`src/common/ceq_pkg.sv`:
```
`default_nettype none
package ceq_pkg;
   // ****************************************************************
   // clock and timebase
   // ****************************************************************
   localparam int CLK_PERIOD_NS = 100;
   localparam int MS_NS = 1000000;
   localparam int MS_CYCLES = MS_NS / CLK_PERIOD_NS;
   localparam int SHORT_PULSE_US = 416;
   localparam int SHORT_PULSE_CYCLES = (SHORT_PULSE_US * 1000) / CLK_PERIOD_NS;
   localparam int TICK_W = 14;
   localparam int PULSE_W = 13;

   // ****************************************************************
   // tone timing in milliseconds
   // ****************************************************************
   localparam logic [7:0] TONE_MAX_MS = 8'h55;       // 85 ms longest tone
   localparam logic [7:0] GUARD_REF_MS = 8'h42;      // 66 ms guard reference
   localparam logic [7:0] SETTLE_MS = 8'h19;         // 25 ms delay
   localparam logic [10:0] CLUSTER_MS = 11'h7d0;     // 2000 ms window
   localparam logic [7:0] DET_AFTER_MS = 8'h0a;      // 10 ms, within 15
   localparam logic [7:0] DET_MIN_START_MS = 8'h3c;  // 60 ms from start
   localparam logic [7:0] MS_SAT = 8'hff;

   // ****************************************************************
   // register map (word offsets on the bus)
   // ****************************************************************
   localparam logic [1:0] IDX_CTRL = 2'h0;
   localparam logic [1:0] IDX_LIMIT = 2'h1;
   localparam logic [1:0] IDX_STATUS = 2'h2;
   localparam int ADDR_LO = 2;
   localparam int ADDR_HI = 3;
   // ctrl fields
   localparam int C_EN = 0;
   localparam int C_MEI = 1;
   localparam int C_GONLY = 2;
   localparam int C_DUR = 3;
   localparam int C_MUTE = 4;
   localparam int C_CLU = 5;
   localparam int C_GP_LO = 8;
   localparam int C_GP_HI = 15;
   // limit fields
   localparam int L_LOW_LO = 0;
   localparam int L_LOW_HI = 7;
   localparam int L_MUTE_LO = 8;
   localparam int L_MUTE_HI = 15;
   // status fields, low four are sticky and write-one-to-clear
   localparam int S_EDGE = 0;
   localparam int S_TOUT = 1;
   localparam int S_REJ = 2;
   localparam int S_DONE = 3;
   localparam int S_LEVEL = 4;
   localparam int S_BUSY = 5;
   localparam logic [7:0] CTRL_RST_GP = 8'h42;
   localparam logic [7:0] LIM_LOW_RST = 8'h50;
   localparam logic [7:0] LIM_MUTE_RST = 8'h05;
   localparam logic [1:0] HTRANS_NONSEQ = 2'h2;
   localparam logic [1:0] HTRANS_SEQ = 2'h3;
endpackage : ceq_pkg
`default_nettype wire

```
`src/common/ceq_link_if.sv`:
```
`default_nettype none
interface ceq_link_if;
   logic detect_n; // active-low detector output pin
   modport detector (output detect_n);
   modport ctrl (input detect_n);
endinterface : ceq_link_if
`default_nettype wire

```
`src/hdl/ceq_qualifier.sv`:
```
`default_nettype none
// ********************************************************************
// end-of-tone qualifier with ahb-lite register slave
// ********************************************************************
// Overview of operation
// - falling detect edge starts qualification
// - end of tone: rising edge or timeout
// - guard-present time sixty-six milliseconds
// - timeout nineteen ms when guard is 66
// - short pulse returns high after 416 us
// - start 25 ms delay at end of tone
// - on expiry: on-hook or parallel check
// - sample detector throughout the timeout
// - on-hook within 60 ms of tone end
// - guard-only short guard lengthens delay
// - detector level readable by software
// - reject detections with too-long low pulse
// - mute check rejects early return high
// - strap bypasses mute check
// - short pulse within 15 ms after tone
// - speech may delay pulse to 35 ms
// - pulse not before 60 ms from start; detector counts 60 free-running ms ticks, so can pulse just under 60 ms
// - tones last at most 85 ms
// - 2 s cluster window ignores detections
module ceq_qualifier #(
   parameter int MS_CYCLES = ceq_pkg::MS_CYCLES
) (
   input wire logic hclk,
   input wire logic hresetn,
   input wire logic ce,
   input wire logic hsel,
   input wire logic [31:0] haddr,
   input wire logic [1:0] htrans,
   input wire logic hwrite,
   input wire logic [2:0] hsize,
   input wire logic [31:0] hwdata,
   input wire logic hready,
   output logic hreadyout,
   output logic hresp,
   output logic [31:0] hrdata,
   ceq_link_if.ctrl lnk,
   input wire logic mute_check_skip,
   output logic mic_mute,
   output logic on_hook_req,
   output logic parallel_check_req
);
   typedef enum {Q_IDLE, Q_EOT, Q_DELAY} ceq_qst_t;
   typedef struct packed {
      logic det1;
      logic det2;
      logic det_prev;
      logic strap1;
      logic strap2;
      logic [ceq_pkg::TICK_W-1:0] tick_cnt;
      ceq_qst_t st;
      logic [7:0] ms_cnt;
      logic [7:0] delay_ms;
      logic clu_act;
      logic [10:0] clu_cnt;
      logic [15:0] ctrl;
      logic [15:0] limit;
      logic [3:0] sts;
      logic a_wr;
      logic a_rd;
      logic [1:0] a_idx;
      logic [31:0] rdata;
      logic mute;
      logic on_hook;
      logic par_chk;
   } ceq_qstate_t;

   ceq_qstate_t q;
   ceq_qstate_t d;
   logic tick;
   logic fall;
   logic rise;
   logic take;
   logic [7:0] gp;
   logic [7:0] tout_ms;
   logic [7:0] settle_ms;
   logic [3:0] sts_set;
   logic [31:0] status_word;
   logic mute_on;

   // ****************************************************************
   // timebase and edges
   // ****************************************************************
   assign tick = (q.tick_cnt == ceq_pkg::TICK_W'(MS_CYCLES - 1));
   assign fall = q.det_prev && !q.det2;
   assign rise = !q.det_prev && q.det2;
   assign gp = q.ctrl[ceq_pkg::C_GP_HI:ceq_pkg::C_GP_LO];
   // tones are bounded, so 85 - gp after detection the tone is over
   assign tout_ms = (gp < ceq_pkg::TONE_MAX_MS) ?
                    ceq_pkg::TONE_MAX_MS - gp : '0;
   // guard-only builds with a short guard need a longer settle time
   assign settle_ms = (q.ctrl[ceq_pkg::C_GONLY] && gp < ceq_pkg::GUARD_REF_MS) ?
                      ceq_pkg::SETTLE_MS + (ceq_pkg::GUARD_REF_MS - gp) :
                      ceq_pkg::SETTLE_MS;
   assign mute_on = q.ctrl[ceq_pkg::C_MUTE] && !q.strap2;
   assign take = hsel && hready &&
                 (htrans == ceq_pkg::HTRANS_NONSEQ || htrans == ceq_pkg::HTRANS_SEQ);
   assign status_word = {26'h0, (q.st != Q_IDLE), q.det2, q.sts};

   // ****************************************************************
   // qualifier and bus next state
   // ****************************************************************
   always_comb begin
      d = q;
      sts_set = '0;
      d.det1 = lnk.detect_n;
      d.det2 = q.det1;
      d.det_prev = q.det2;
      d.strap1 = mute_check_skip;
      d.strap2 = q.strap1;
      d.tick_cnt = tick ? '0 : q.tick_cnt + 1'b1;
      d.on_hook = 1'b0;
      d.par_chk = 1'b0;
      // cluster window, restarted by any edge while open
      if (q.clu_act && tick) begin
         d.clu_cnt = q.clu_cnt + 1'b1;
         if (q.clu_cnt == ceq_pkg::CLUSTER_MS - 1'b1) begin
            d.clu_act = 1'b0;
         end
      end
      if (q.ctrl[ceq_pkg::C_CLU] && (fall || rise)) begin
         d.clu_act = 1'b1;
         d.clu_cnt = '0;
      end
      if (!q.ctrl[ceq_pkg::C_CLU]) begin
         d.clu_act = 1'b0;
      end
      case (q.st)
         Q_IDLE: begin
            d.ms_cnt = '0;
            d.mute = 1'b0;
            if (q.ctrl[ceq_pkg::C_EN] && fall && !q.clu_act) begin
               d.st = Q_EOT;
               d.mute = mute_on;
            end
         end
         Q_EOT: begin
            if (tick) begin
               d.ms_cnt = q.ms_cnt + 1'b1;
            end
            if (rise) begin
               d.mute = 1'b0;
               if (q.ctrl[ceq_pkg::C_DUR] &&
                   q.ms_cnt > q.limit[ceq_pkg::L_LOW_HI:ceq_pkg::L_LOW_LO]) begin
                  sts_set[ceq_pkg::S_REJ] = 1'b1;
                  d.st = Q_IDLE;
               end else if (mute_on &&
                   q.ms_cnt < q.limit[ceq_pkg::L_MUTE_HI:ceq_pkg::L_MUTE_LO]) begin
                  sts_set[ceq_pkg::S_REJ] = 1'b1;
                  d.st = Q_IDLE;
               end else begin
                  sts_set[ceq_pkg::S_EDGE] = 1'b1;
                  d.st = Q_DELAY;
                  d.delay_ms = '0;
               end
            end else if (q.ms_cnt >= tout_ms) begin
               d.mute = 1'b0;
               if (q.ctrl[ceq_pkg::C_DUR]) begin
                  sts_set[ceq_pkg::S_REJ] = 1'b1;
                  d.st = Q_IDLE;
               end else begin
                  sts_set[ceq_pkg::S_TOUT] = 1'b1;
                  d.st = Q_DELAY;
                  d.delay_ms = '0;
               end
            end
         end
         Q_DELAY: begin
            if (tick) begin
               d.delay_ms = q.delay_ms + 1'b1;
            end
            // ticks are free-running, so wait one past the count: never short of a full delay
            if (q.delay_ms > settle_ms) begin
               d.on_hook = q.ctrl[ceq_pkg::C_MEI];
               d.par_chk = !q.ctrl[ceq_pkg::C_MEI];
               sts_set[ceq_pkg::S_DONE] = 1'b1;
               d.st = Q_IDLE;
            end
         end
         default: d.st = Q_IDLE;
      endcase
      if (!q.ctrl[ceq_pkg::C_EN]) begin
         d.st = Q_IDLE;
         d.mute = 1'b0;
      end
      // bus data phase: writes land here, status clears one bit per one
      if (q.a_wr) begin
         case (q.a_idx)
            ceq_pkg::IDX_CTRL: d.ctrl = hwdata[15:0];
            ceq_pkg::IDX_LIMIT: d.limit = hwdata[15:0];
            ceq_pkg::IDX_STATUS: d.sts = q.sts & ~hwdata[3:0];
            default: d.sts = q.sts;
         endcase
      end
      // hardware set wins over a clear in the same cycle
      d.sts = d.sts | sts_set;
      // bus address phase: capture and prepare read data
      d.a_wr = take && hwrite;
      d.a_rd = take && !hwrite;
      d.a_idx = haddr[ceq_pkg::ADDR_HI:ceq_pkg::ADDR_LO];
      if (take && !hwrite) begin
         case (haddr[ceq_pkg::ADDR_HI:ceq_pkg::ADDR_LO])
            ceq_pkg::IDX_CTRL: d.rdata = {16'h0, q.ctrl};
            ceq_pkg::IDX_LIMIT: d.rdata = {16'h0, q.limit};
            ceq_pkg::IDX_STATUS: d.rdata = status_word;
            default: d.rdata = '0;
         endcase
      end
   end

   // one register bank, frozen while ce is low
   always_ff @(posedge hclk or negedge hresetn) begin
      if (!hresetn) begin
         q <= '{st: Q_IDLE, det1: 1'b1, det2: 1'b1, det_prev: 1'b1,
                ctrl: {ceq_pkg::CTRL_RST_GP, 8'h00},
                limit: {ceq_pkg::LIM_MUTE_RST, ceq_pkg::LIM_LOW_RST},
                default: '0};
      end else if (ce) begin
         q <= d;
      end
   end

   // zero wait states, always okay
   assign hreadyout = 1'b1;
   assign hresp = 1'b0;
   assign hrdata = q.rdata;
   assign mic_mute = q.mute;
   assign on_hook_req = q.on_hook;
   assign parallel_check_req = q.par_chk;
endmodule : ceq_qualifier
`default_nettype wire

```
`src/flat_wrapper.sv`:
```
// flat-port wrapper written by rule: the top's interface ports become plain ports
module ceq_qualifier_flat 
#(
   parameter int MS_CYCLES = ceq_pkg::MS_CYCLES
)
  (hclk, hresetn, ce, hsel, haddr, htrans, hwrite, hsize, hwdata, hready, hreadyout, hresp, hrdata, mute_check_skip, mic_mute, on_hook_req, parallel_check_req, lnk_detect_n);
  ceq_link_if lnk_i ();
  input wire logic hclk;
  input wire logic hresetn;
  input wire logic ce;
  input wire logic hsel;
  input wire logic [31:0] haddr;
  input wire logic [1:0] htrans;
  input wire logic hwrite;
  input wire logic [2:0] hsize;
  input wire logic [31:0] hwdata;
  input wire logic hready;
  output logic hreadyout;
  output logic hresp;
  output logic [31:0] hrdata;
  input wire logic mute_check_skip;
  output logic mic_mute;
  output logic on_hook_req;
  output logic parallel_check_req;
  input wire logic [$bits(lnk_i.detect_n)-1:0] lnk_detect_n;
  assign lnk_i.detect_n = lnk_detect_n;
  ceq_qualifier #(.MS_CYCLES(MS_CYCLES)) u_core (.hclk(hclk), .hresetn(hresetn), .ce(ce), .hsel(hsel), .haddr(haddr), .htrans(htrans), .hwrite(hwrite), .hsize(hsize), .hwdata(hwdata), .hready(hready), .hreadyout(hreadyout), .hresp(hresp), .hrdata(hrdata), .lnk(lnk_i), .mute_check_skip(mute_check_skip), .mic_mute(mic_mute), .on_hook_req(on_hook_req), .parallel_check_req(parallel_check_req));
endmodule
```
`config.mk`:
```
export PLATFORM = sky130hd
export DESIGN_NAME = ceq_qualifier_flat
export DESIGN_NICKNAME = d
export VERILOG_FILES = /design/src/common/ceq_pkg.sv /design/src/common/ceq_link_if.sv /design/src/hdl/ceq_qualifier.sv /design/src/flat_wrapper.sv
export SDC_FILE = /design/constraint.sdc
export NUM_CORES = 1
export LEC_CHECK = 0
export BUFFER_PORTS_ARGS = -buffer_cell sky130_fd_sc_hd__buf_2
export CAP_MARGIN = 20
export CORE_MARGIN = 2
export CORE_UTILIZATION = 51
export DETAILED_ROUTE_END_ITERATION = 7
export PLACE_DENSITY = 0.74
export REMOVE_ABC_BUFFERS = 1
export SLEW_MARGIN = 20
export SYNTH_ARGS = -nofsm -noshare
export SYNTH_HDL_FRONTEND = slang
export SYNTH_SLANG_ARGS = --single-unit
```
`constraint.sdc`:
```
create_clock -name hclk -period 3.8 [get_ports hclk]
set_clock_uncertainty 0.15 [all_clocks]
set_input_delay 0.57 -clock hclk [delete_from_list [all_inputs] [get_ports hclk]]
set_output_delay 0.57 -clock hclk [all_outputs]
set_load 0.01 [all_outputs]
```
==> impl_metrics.toml <==
[die]
die_x_um = 116
die_y_um = 116
dieArea_mm2 = 0.0135
top_level_ports = 114
core-area_mm2 = 0.0121
num_rows = 40
start_util_pct = 52.8

[layout]
drive_gt1_share_pct = 20.4
fin_nets = 803
diodes = 0
utilization_pct = 57.9
fillCellCount = 1038
postLayoutCellArea_mm2 = 0.00701
syn_to_final_growth_pct = 9.59

[clock_tree]
cts.sinks = 107
holdBufCountCts = 0
numCtsBuffers = 9
cts_tree = "done"
clk_pin_slew_ns = 0.08
htreeDepth = 3
clk_path_buf_depth = 2
cts_root_buffer = "clkbuf_16"
clk_latency_ns = 0.35

[yosys]
synth_edf_count = 0
syn-cell-area_mm2 = 0.00640
ys.warnings.count = 0
syn_avg_cell_area_um2 = 9.86
synth_seq_cells = 107
ys.flop_type = "dfrtp_1"
synthDistinctLibCells = 56
async_flop_share_pct = 100
ys_seq_area_share_pct = 42.0
synth_cells = 649

[routing]
routed_via_density = 5.54
drc = 0
wire_per_inst_um = 15.7
drtIter0Drc = 239
drtAntennaViolNets = 0
dr_total_vias = 4728
drt_wl_total_mm = 13.4
drt_first_pass_iters = 6

[timing]
max_freq_ghz = 0.271
setup_viol = 0
fin_crit_sh_pct = 97.1
finalMaxSlewViolations = 0
worstMarginPinSlew_ns = 0.934
finalCriticalPeriod_ns = 3.69
max_slew_margin_pct = 37.7
rsz0062_at_grt = "yes"
hold_violations = 0

[power]
power.density_mw_per_mm2 = 486
swShare_pct = 34.6
p_leak_uw = 0.00334
irDropWorstVdd_v = 0.000249
p_total_uw = 3400
comb_power_share_pct = 29.6
power_frac_seq_pct = 43.5
p_switching_uw = 1180
clockPowerShare_pct = 26.9
p_int_uw = 2230

[worst_setup_path]
critical_path_class = "reg2reg"
rrSetupSlack_ns = 0.11
critPathCapture = "u_core.q[104]$_DFFE_PN0P_"
r2r-end = "u_core.q[104]$_DFFE_PN0P_"
critPathMaxFanout = 6
slowest_delay_ns = 0.53
cp.depth = 15
cp.arrival_ns = 3.78
r2r_start = "u_core.gp[1]$_DFFE_PN1P_"
slowest_stage = "dfstp_2"
crit_path_cell_trace = "inv_1 > ha_1 > and4b_1 > a31oi_2 > a21boi_2 > buf_4 > nor2b_2 > ha_1 > nand2b_1 > a2111oi_2 > buf_4 > o31ai_1 > nand2b_1 > a32oi_1 > mux2_2"
startpoint_type = "register"
r2r_cells = 15
crit_start = "u_core.gp[1]$_DFFE_PN1P_"
worst-path-buf-inv = 3
crit_path_end_kind = "register"
crit_family = "compound AO/OA/AOI/OAI gates"
worst_ep_required_time_ns = 3.89

[global_route]
grt_max_degree = 73
antenna_found_initial = 0
grt_use_total_pct = 21.5
grt_pass1_vias = 4698
grt_pass1_wl_mm = 22.8
overflow = 0

[place]
io_buffers = 45
dpl.hpwl_mm = 9.74
globalplace.congestion = 0.872
place_area_mm2 = 0.00668

[outcome]
status = "finished clean"

[worst_hold_path]
hp-class = "in2async"

[flow_run]
cap_violations = 0
cell families (layout without fill, tap and decap cells):
family	Yosys count	count (layout)	synth area share [%]
simple gates	197	197	15.5
compound gates	116	116	12.1
flops	107	107	42.0
buf+inv	95	114	7.59
mux	56	56	9.49
fa+ha+maj	46	46	9.00
xor+xnor	30	30	4.11
other cells	2	19	0.117
timing repair:
item,in CTS,in global routing
setup endpoints to repair,2,11
gates resized for setup,2,8
gates cloned,0,0
pin swaps,0,1
setup buffers,0,0
synthesized netlist by cell type, types with 2 or more instances:
library cell,n,area (µm²)
a22o_1,3,26.3
o32ai_1,3,26.3
inv_1,39,146
mux2i_1,19,190
a211o_1,4,35.0
nor3_1,8,40.0
nor2_1,32,120
nor4_1,8,50.1
dfrtp_1,98,2450
nand3b_1,4,30.0
ha_1,46,576
a21o_1,5,37.5
or3_1,7,43.8
o221a_2,3,33.8
a2111oi_0,2,17.5
nor4_4,2,42.5
a31oi_1,2,12.5
o21a_1,4,30.0
a21oi_1,25,125
nand2b_1,8,50.1
and3_1,11,68.8
mux2_2,37,417
nand2_1,74,278
dfstp_2,9,236
xor2_1,14,123
nand4_1,8,50.1
o211ai_1,5,37.5
nor2b_1,4,25.0
nand3_1,16,80.1
a32o_1,2,20.0
o2bb2ai_1,5,43.8
conb_1,2,7.51
o21ai_0,33,165
buf_4,34,255
or2_2,3,18.8
and2_1,6,37.5
xnor2_1,16,140
clkbuf_1,20,75.1
o31ai_1,11,82.6
power by group through the flow:
stage | clock network [µW] | registers, µW | logic (µW)
finish | 915 | 1480 | 1010
global route | 981 | 1510 | 1150
CTS | 931 | 1480 | 987
detailed placement | 0 | 1500 | 971
global placement | 0 | 1490 | 927
floorplan | 0 | 1480 | 664
worst min path at each step:
| stage | start | slack, ns | endpoint |
|---|---|---|---|
| 6_report | hresetn | 0.19 | u_core.q[141]$_DFFE_PN0P_ |
| 5_1_grt | hresetn | 0.28 | u_core.q[141]$_DFFE_PN0P_ |
| 4_1_cts | hresetn | 0.24 | u_core.q[141]$_DFFE_PN0P_ |
| 3_5_place_dp | u_core.hrdata[9]$_DFFE_PN0P_ | 0.31 | u_core.hrdata[9]$_DFFE_PN0P_ |
| 3_3_place_gp | u_core.hrdata[12]$_DFFE_PN0P_ | 0.31 | u_core.hrdata[12]$_DFFE_PN0P_ |
| 2_1_floorplan | hresetn | 0.12 | u_core.d[149]$_DFFE_PN0P_ |
flip-flops by register name, summed over array words and instances (netlist names):
| name | cells |
|---|---|
| u_core.q | 77 |
| u_core.mic_mute | 1 |
| u_core.hrdata | 16 |
| u_core.gp | 8 |
| u_core.parallel_check_req | 1 |
| u_core.on_hook_req | 1 |
| u_core.d | 3 |
layout make-up:
type / instances / area, µm² / area share, %
Sequential cell: 107 / 2690 / 38.4
Multi-Input combinational cell: 464 / 3330 / 47.6
Timing Repair Buffer: 59 / 345 / 4.93
Tap cell: 168 / 210 / 3.00
Clock inverter: 7 / 58.8 / 0.839
Inverter: 39 / 146 / 2.09
Clock buffer: 9 / 225 / 3.21
worst reg2reg max path: cells and delay by family (launching register included):
family                     cells  cell delay (ns)
DFF                            1             0.53
muxes                          1             0.36
AOI/OAI and AO/OA              5             0.98
adders and majority gates      2             0.46
buffers and inverters          3             0.41
and+or+nand+nor                4             0.70
layer usage:
metal	vias to the layer above	wire length, µm	track usage [%]
li1	2305	-	-
met1	2280	6050	28.9
met2	127	6560	36.8
met3	16	582	2.77
met4	0	170	6.11
met5	-	0	0
through the flow:
| stage | cells | worst slack, ns | hold WS [ns] | TNS, ns |
|---|---|---|---|---|
| after global routing | 853 | -0.0652 | 0.279 | -0.0652 |
| after floorplan | 610 | -0.0871 | 0.124 | -0.0871 |
| final | 853 | 0.110 | 0.195 | 0 |
| after CTS | 853 | 0.0104 | 0.244 | 0 |
| after detailed placement | 837 | 0.0186 | 0.311 | 0 |
| after global placement | 837 | 0.0701 | 0.308 | 0 |
placed cells by master (no fill, tap or decap), drive strengths merged, types with 3 or more instances in the layout:
cell,count
a211o,4
a21o,5
a21oi,25
a22o,3
and2,6
and3,11
buf,59
clkbuf,9
conb,19
dfrtp,98
dfstp,9
ha,46
inv,44
mux2,37
mux2i,19
nand2,74
nand2b,8
nand3,16
nand3b,4
nand4,8
nor2,32
nor2b,4
nor3,8
nor4,10
o211ai,5
o21a,4
o21ai,33
o221a,3
o2bb2ai,5
o31ai,11
o32ai,3
or2,3
or3,7
xnor2,16
xor2,14
No activity file was read; power rests on OpenSTA's default activity.
